## src/logic/ocp_pkg.sv

```systemverilog
package ocp_pkg;
  // Fault counter width and the count that declares a fault.
  localparam int CNT_W = 3;
  localparam logic [2:0] FAULT_LIMIT = 3'h7;
  localparam logic [2:0] CNT_ZERO = 3'h0;
  localparam logic [2:0] CNT_ONE = 3'h1;
  // Number of soft-start cycles run in hiccup mode.
  localparam logic [2:0] HICCUP_CYCLES = 3'h7;
  // Blanking timeout in ns and its cycle count at 200 MHz (longest time, rounded down).
  localparam int CLK_PERIOD_PS = 5000;
  localparam int BLANK_TIMEOUT_NS = 200;
  localparam int BLANK_CYCLES_I = (BLANK_TIMEOUT_NS * 1000) / CLK_PERIOD_PS;
  localparam logic [7:0] BLANK_CYCLES = BLANK_CYCLES_I[7:0];
  localparam logic [7:0] BLANK_ZERO = 8'h00;

  // Operating states, one-hot.
  typedef enum logic [3:0] {
    ST_SHUTDOWN = 4'h1,
    ST_SOFTSTART = 4'h2,
    ST_RUN = 4'h4,
    ST_HICCUP = 4'h8
  } mode_t;

  // Synchronised analog comparator results.
  typedef struct packed {
    logic shutdown_req;
    logic switch_high;
    logic threshold_low;
    logic overcurrent;
    logic ss_done;
  } sense_t;

  // Gate drive outputs.
  typedef struct packed {
    logic high_side_drive;
    logic low_side_drive;
  } drive_t;
endpackage

```

## src/logic/pin_sync.sv

```systemverilog
module pin_sync #(
  parameter int WIDTH = 5
) (
  // Clock and reset.
  input wire logic clk,
  input wire logic rst_n,
  // Asynchronous pins and their filtered copy.
  input wire logic [WIDTH-1:0] pins,
  output logic [WIDTH-1:0] synced
);
  logic [WIDTH-1:0] s1;
  logic [WIDTH-1:0] s2;
  logic [WIDTH-1:0] s3;
  logic [WIDTH-1:0] next_synced;

  // Elaboration check: a chain without bits has nothing to carry.
  if (WIDTH < 1) begin : g_width_check
    $error("pin_sync needs WIDTH of one or more.");
  end

  // A change is accepted only when stages two and three agree, which rejects one-cycle glitches.
  always_comb begin
    next_synced = synced;
    for (int i = 0; i < WIDTH; i++) begin
      if (s2[i] == s3[i]) begin
        next_synced[i] = s2[i];
      end
    end
  end

  // Three-stage chain; the first stage feeds only the second.
  always_ff @(posedge clk or negedge rst_n) begin
    if (!rst_n) begin
      s1 <= '0;
      s2 <= '0;
      s3 <= '0;
      synced <= '0;
    end else begin
      s1 <= pins;
      s2 <= s1;
      s3 <= s2;
      synced <= next_synced;
    end
  end
endmodule

```

## src/logic/overcurrent_hiccup_protection.sv

```systemverilog
// Behaviour
// - Overcurrent is only evaluated while the high-side gate is driven on.
// - An overcurrent trip ends the high-side pulse immediately.
// - After a trip high-side stays off until the next switching cycle starts.
// - Blanking starts on the same edge as high-side turn-on, pulling the threshold node low.
// - Blanking ends when the switch node rises near the main supply.
// - Blanking also ends when an internal timeout expires.
// - Comparator output is ignored while blanking is active.
// - A threshold node far below supply disables detection entirely.
// - Fault counter counts up per tripped cycle, down per clean cycle.
// - Counter reaching seven declares a fault and enters hiccup mode.
// - Hiccup runs seven soft-start cycles with modulator and both drives off.
// - During hiccup the counter decrements once per completed soft-start cycle.
// - At zero count the modulator is re-enabled and a normal restart follows.
// - Soft-start pin below 250 mV shuts down with both drives low.
// - In soft-start low-side stays off until the first high-side pulse.
module overcurrent_hiccup_protection (
  // Clock and reset.
  input wire logic clk,
  input wire logic rst_n,
  // Switching-cycle timing and modulator request, same clock.
  input wire logic cycle_start,
  input wire logic pwm_request,
  // Analog comparator pins, asynchronous.
  input wire logic soft_start_below_limit,
  input wire logic switch_node_high,
  input wire logic threshold_node_low,
  input wire logic overcurrent_cmp,
  input wire logic soft_start_cycle_done,
  // Gate drives and status.
  output logic high_side_drive,
  output logic low_side_drive,
  output logic overcurrent_threshold_node_pulldown,
  output logic pwm_enable,
  output logic fault_active,
  output logic [2:0] fault_count
);
  ocp_pkg::sense_t sense;
  ocp_pkg::sense_t sense_prev;
  ocp_pkg::mode_t mode;
  ocp_pkg::mode_t next_mode;
  logic [2:0] next_fault_count;
  logic [2:0] hiccup_left;
  logic [2:0] next_hiccup_left;
  logic [7:0] blank_cnt;
  logic [7:0] next_blank_cnt;
  logic blanking;
  logic next_blanking;
  logic tripped;
  logic next_tripped;
  logic cycle_tripped;
  logic next_cycle_tripped;
  logic first_pulse_seen;
  logic next_first_pulse_seen;
  logic next_high_side_drive;
  logic next_low_side_drive;
  logic next_pulldown;
  logic trip;
  logic ss_done_pulse;
  logic next_fault_active;
  logic next_pwm_enable;

  // Saturating step of the fault counter.
  function automatic logic [2:0] count_step(input logic [2:0] v, input logic up);
    if (up) begin
      count_step = (v == ocp_pkg::FAULT_LIMIT) ? v : v + ocp_pkg::CNT_ONE;
    end else begin
      count_step = (v == ocp_pkg::CNT_ZERO) ? v : v - ocp_pkg::CNT_ONE;
    end
  endfunction

  pin_sync #(
    .WIDTH(5)
  ) u_sync (
    .clk(clk),
    .rst_n(rst_n),
    .pins({soft_start_below_limit, switch_node_high, threshold_node_low, overcurrent_cmp, soft_start_cycle_done}),
    .synced(sense)
  );

  // A trip counts only with the gate on, blanking over, and the threshold node in range.
  assign trip = high_side_drive && !blanking && !sense.threshold_low && sense.overcurrent;
  assign ss_done_pulse = sense.ss_done && !sense_prev.ss_done;

  // Operating mode and fault counter; shutdown overrides everything else.
  always_comb begin
    next_mode = mode;
    next_fault_count = fault_count;
    next_hiccup_left = hiccup_left;
    if (sense.shutdown_req) begin
      next_mode = ocp_pkg::ST_SHUTDOWN;
    end else begin
      case (mode)
        ocp_pkg::ST_SHUTDOWN: begin
          next_mode = ocp_pkg::ST_SOFTSTART;
        end
        ocp_pkg::ST_SOFTSTART, ocp_pkg::ST_RUN: begin
          if (cycle_start) begin
            next_fault_count = count_step(fault_count, cycle_tripped || trip);
            if (first_pulse_seen) begin
              next_mode = ocp_pkg::ST_RUN;
            end
          end
          if (next_fault_count == ocp_pkg::FAULT_LIMIT) begin
            next_mode = ocp_pkg::ST_HICCUP;
            next_hiccup_left = ocp_pkg::HICCUP_CYCLES;
          end
        end
        ocp_pkg::ST_HICCUP: begin
          if (ss_done_pulse) begin
            next_fault_count = count_step(fault_count, 1'b0);
            next_hiccup_left = count_step(hiccup_left, 1'b0);
          end
          if (next_fault_count == ocp_pkg::CNT_ZERO && next_hiccup_left == ocp_pkg::CNT_ZERO) begin
            next_mode = ocp_pkg::ST_SOFTSTART;
          end
        end
        default: begin
          next_mode = ocp_pkg::ST_SHUTDOWN;
        end
      endcase
    end
    // Status flags follow the mode being entered, so they change on the same edge as the mode.
    next_fault_active = (next_mode == ocp_pkg::ST_HICCUP);
    next_pwm_enable = (next_mode == ocp_pkg::ST_SOFTSTART) || (next_mode == ocp_pkg::ST_RUN);
  end

  always_ff @(posedge clk or negedge rst_n) begin
    if (!rst_n) begin
      mode <= ocp_pkg::ST_SHUTDOWN;
      fault_count <= ocp_pkg::CNT_ZERO;
      hiccup_left <= ocp_pkg::CNT_ZERO;
      sense_prev <= '0;
      fault_active <= 1'b0;
      pwm_enable <= 1'b0;
    end else begin
      mode <= next_mode;
      fault_count <= next_fault_count;
      hiccup_left <= next_hiccup_left;
      sense_prev <= sense;
      fault_active <= next_fault_active;
      pwm_enable <= next_pwm_enable;
    end
  end

  // Per-cycle pulse control: blanking, trip latch and gate drives.
  always_comb begin
    next_blanking = blanking;
    next_blank_cnt = blank_cnt;
    next_tripped = tripped;
    next_cycle_tripped = cycle_tripped;
    next_first_pulse_seen = first_pulse_seen;
    next_high_side_drive = high_side_drive;
    if (cycle_start) begin
      next_tripped = 1'b0;
      next_cycle_tripped = 1'b0;
      next_high_side_drive = 1'b0;
      if (pwm_request) begin
        // Blanking rises on the same edge as the gate, so the trip path is masked from the first on-cycle.
        next_blanking = 1'b1;
        next_blank_cnt = ocp_pkg::BLANK_CYCLES;
        next_high_side_drive = 1'b1;
      end
    end else begin
      if (blanking) begin
        if (sense.switch_high) begin
          next_blanking = 1'b0;
        end else if (blank_cnt == ocp_pkg::BLANK_ZERO) begin
          next_blanking = 1'b0;
        end else begin
          next_blank_cnt = blank_cnt - 8'h01;
        end
      end
      if (trip) begin
        next_tripped = 1'b1;
        next_cycle_tripped = 1'b1;
        next_high_side_drive = 1'b0;
      end else if (!pwm_request || tripped) begin
        next_high_side_drive = 1'b0;
      end
    end
    if (high_side_drive) begin
      next_first_pulse_seen = 1'b1;
    end
    if (next_mode != ocp_pkg::ST_RUN && next_mode != ocp_pkg::ST_SOFTSTART) begin
      // Modulator disabled: no gate activity and the soft-start sequence starts over.
      // The mode being entered is used so that a cycle start on the hiccup edge cannot launch a pulse.
      next_high_side_drive = 1'b0;
      next_blanking = 1'b0;
      next_first_pulse_seen = 1'b0;
    end
    next_pulldown = next_blanking;
    // Low-side waits for the first high-side pulse; both gates are never on together.
    next_low_side_drive = !next_high_side_drive && first_pulse_seen && !high_side_drive
                          && (next_mode == ocp_pkg::ST_RUN || next_mode == ocp_pkg::ST_SOFTSTART);
    if (sense.shutdown_req) begin
      next_low_side_drive = 1'b0;
      next_high_side_drive = 1'b0;
    end
  end

  always_ff @(posedge clk or negedge rst_n) begin
    if (!rst_n) begin
      blanking <= 1'b0;
      blank_cnt <= ocp_pkg::BLANK_ZERO;
      tripped <= 1'b0;
      cycle_tripped <= 1'b0;
      first_pulse_seen <= 1'b0;
      high_side_drive <= 1'b0;
      low_side_drive <= 1'b0;
      overcurrent_threshold_node_pulldown <= 1'b0;
    end else begin
      blanking <= next_blanking;
      blank_cnt <= next_blank_cnt;
      tripped <= next_tripped;
      cycle_tripped <= next_cycle_tripped;
      first_pulse_seen <= next_first_pulse_seen;
      high_side_drive <= next_high_side_drive;
      low_side_drive <= next_low_side_drive;
      overcurrent_threshold_node_pulldown <= next_pulldown;
    end
  end
endmodule

```

## config.mk

```make
export PLATFORM = sky130hd
export DESIGN_NAME = overcurrent_hiccup_protection
export DESIGN_NICKNAME = d
export VERILOG_FILES = /design/src/logic/ocp_pkg.sv /design/src/logic/pin_sync.sv /design/src/logic/overcurrent_hiccup_protection.sv
export SDC_FILE = /design/constraint.sdc
export NUM_CORES = 1
export LEC_CHECK = 0
export BUFFER_PORTS_ARGS = -buffer_cell sky130_fd_sc_hd__buf_4
export CORE_UTILIZATION = 55
export DETAILED_ROUTE_END_ITERATION = 6
export PLACE_DENSITY_LB_ADDON = 0.2
export RECOVER_POWER = 100
export SLEW_MARGIN = 20
export SYNTH_ARGS = -nofsm -noshare
export SYNTH_HDL_FRONTEND = slang
export SYNTH_SLANG_ARGS = --single-unit
```

## constraint.sdc

```tcl
create_clock -name clk -period 5.1 [get_ports clk]
set_clock_uncertainty 0.05 [all_clocks]
set_input_delay 0.765 -clock clk [delete_from_list [all_inputs] [get_ports clk]]
set_output_delay 0.765 -clock clk [all_outputs]
set_load 0.1 [all_outputs]
```

==> metrics.cfg <==
[critical_path]
worstPathRequired_ns = 5.22
crit_family = simple AND/OR/NAND/NOR gates
end_kind = flip-flop
start_kind = flip-flop
crit_slowest_cell = nor4bb_1
cp_data_arrival_time_ns = 2.99
path_buf_inv = 0
path_class = reg2reg
worstPathCellList = nor4bb_1, nor3_1, o211ai_1, nand3_1, o221ai_1, nor2_1
slowest_delay_ns = 1.00
crit_fanout = 7

[drt]
drc = 0
dr_total_vias = 1548
routed_wl_um = 4022
viasPerCell = 5.820
ant_nets = 0
post_drt_wl_per_cell_um = 15.12
dr.pass1.iters = 5
drt-initial-drc-count = 137

[synthesis]
synth.area.top_cells = dfrtp_1 50%, ha_1 5.0%, nor2_1 3.3%
synthArstFlopShare_pct = 100.0
synth_area_per_cell_um2 = 11.41
yosys.area.top_type = dfrtp_1
ys_ff_latch = 46
synth_edf_count = 0
yosysTopAreaCellShare_pct = 49.86
yosys_warnings = 0
ys_seq_area_share_pct = 51.02
synth_cells = 198
ys_types = 53
syn_area_um2 = 2258
synthFlopType = dfrtp_1
syn_nets = 216

[timing]
finalSetupViolCount = 0
relSlewSlack_pct = -54.80
rsz0062_at_grt = false
worst_pin_slew_ns = 2.322
finalHoldViolations = 0
fin_crit_sh_pct = 56.28
hold_ws_ns = 0.3021
fmax_mhz = 348.4
setup_tns_ns = 0
slew_viol_final = 47
min_period_ns = 2.870

[outcome]
outcome = complete, but fails checks
violations = capacitance limit, slew limit

[final_layout]
nNetsFinal = 235
layout_commonest_cell = dfrtp_1
drive_gt1_share_pct = 11.47
final_cell_mix = 45 x dfrtp_1, 20 x nor2_1, 18 x nand2_1, 12 x inv_1, 10 x clkbuf_1
seq_area_um2 = 1152
fillCellCount = 325
n_antenna_cell = 0
syn2layout_area_growth_pct = 6.593
multi_input_area_um2 = 953.4

[grt]
antenna_found_initial = 0
grt_pass1_vias = 1518
grt_max_degree = 47
grt-ovfl-total = 0
groute.usage.overall_pct = 22.23
grt_pass1_wl_um = 7058

[cts]
hold_buffers = 0
cts_buffers = 5
cts_resized = 0
cts_buffer_depth = 2
clkLatencyLatePin_ns = 0.30
h-tree-depth = 2
cts_sinks = 46
clk_pin_slew_ns = 0.08
clockRootBuffer = clkbuf_8
cts_tree = done
postCtsSetupBuffers = 0

[die]
num_rows = 22
io_pins = 17
die-width_um = 66.08
initial_core_util_pct = 59.45
die-height_um = 66.08
die-area_um2 = 4367
core_um2 = 3799

[power_and_ir_drop]
powerDensity_nw_per_um2 = 499.4
peakVddDrop_mv = 0.2379
p_leak_nw = 1.026

[placement]
dpl.hpwl_um = 2935
gp_congestion = 0.9649
portBuffers = 16

[min_path]
hp-class = reg2reg

[run]
max-cap-violations = 1

==> power by group <==
part           switching [mW]  internal, mW  total (mW)  leakage [nW]
Clock                   0.120         0.146       0.266        0.0514
Sequential             0.0717         0.421       0.492         0.558
Combinational           0.305         0.139       0.444         0.416
Total                   0.497         0.705        1.20          1.03
==> path summary, 6_finish.rpt <==
path                            cells after the start    startpoint        endpoint  slack [ns]
worst max-delay path                                6      blanking  low_side_drive        2.23
worst min-delay path                                0  u_sync.s1[3]    u_sync.s2[3]        0.30
worst max register to register                      6      blanking  low_side_drive        2.23
worst min register to register                      0  u_sync.s1[3]    u_sync.s2[3]        0.30
max in group asynchronous                           1         rst_n    u_sync.s2[3]        2.57
min in group asynchronous                           1         rst_n    blank_cnt[4]        1.11
==> metal layers <==
metal	global-route usage [%]	routed length, µm	share of wire, %	vias up
li1	-	-	-	739
met1	28.80	1852	46	774
met2	35.20	2008	50	30
met3	6.207	127	3.2	5
met4	8.777	34	0.85	0
met5	0	0	0	-
==> synth_stat cells (2+ instances only) <==
cell type / instances
a2bb2oi_1: 2
o21ai_0: 5
nand2_1: 18
o22a_1: 3
nand4_1: 2
o21a_1: 3
xor2_1: 3
o211ai_1: 3
dfrtp_1: 45
maj3_1: 5
clkbuf_1: 2
ha_1: 9
nor2_1: 20
a31oi_1: 2
nor3_1: 5
xnor2_1: 5
o31ai_1: 2
mux2i_1: 5
inv_1: 12
nor2b_1: 3
nand3_1: 2
a21oi_1: 9
nand3b_1: 3
==> sequential cells by signal (all words and copies together), names as in the netlist <==
| register | count |
|---|---|
| blank_cnt | 8 |
| blanking | 1 |
| cycle_tripped | 1 |
| fault_active | 1 |
| fault_count | 3 |
| first_pulse_seen | 1 |
| hiccup_left | 3 |
| high_side_drive | 1 |
| low_side_drive | 1 |
| mode | 4 |
| pwm_enable | 1 |
| sense_prev | 1 |
| u_sync.s1 | 5 |
| u_sync.s2 | 5 |
| u_sync.s3 | 5 |
| u_sync.synced | 5 |
==> metrics by stage <==
step	cells	total power, mW	area [µm²]	setup WS (ns)	util [%]
2_1_floorplan	198	0.8807	2258	2.193	-
3_3_place_gp	258	0.9652	2415	2.758	63.57
6_report	266	1.202	2407	2.230	63.37
5_1_grt	266	1.273	2407	1.949	63.37
3_5_place_dp	258	0.9930	2415	2.700	63.57
4_1_cts	266	1.264	2525	2.710	66.47
==> cell type report <==
| cell class | count | share of cell area, % |
|---|---|---|
| Timing Repair Buffer | 16 | 3.586 |
| Inverter | 12 | 1.871 |
| Sequential cell | 46 | 47.87 |
| Tap cell | 48 | 2.495 |
| Multi-Input combinational cell | 136 | 39.60 |
| Clock buffer | 6 | 3.015 |
| Clock inverter | 2 | 1.559 |
==> worst reg2reg max path, stage by stage, from the launching register on <==
cell,delay (ns)
dfrtp_1,0.41
nor4bb_1,1.00
nor3_1,0.21
o211ai_1,0.30
nand3_1,0.21
o221ai_1,0.47
nor2_1,0.10
==> cells by family after synthesis <==
kind of cell / synth area share [%]
AND/OR/NAND/NOR: 18.01
flip-flops: 51.03
AO/OA/AOI/OAI: 15.40
buffers and inverters: 3.047
adder cells (fa/ha/maj): 7.202
XOR/XNOR: 3.103
multiplexers: 2.216
(Power assumes the default switching activity.)
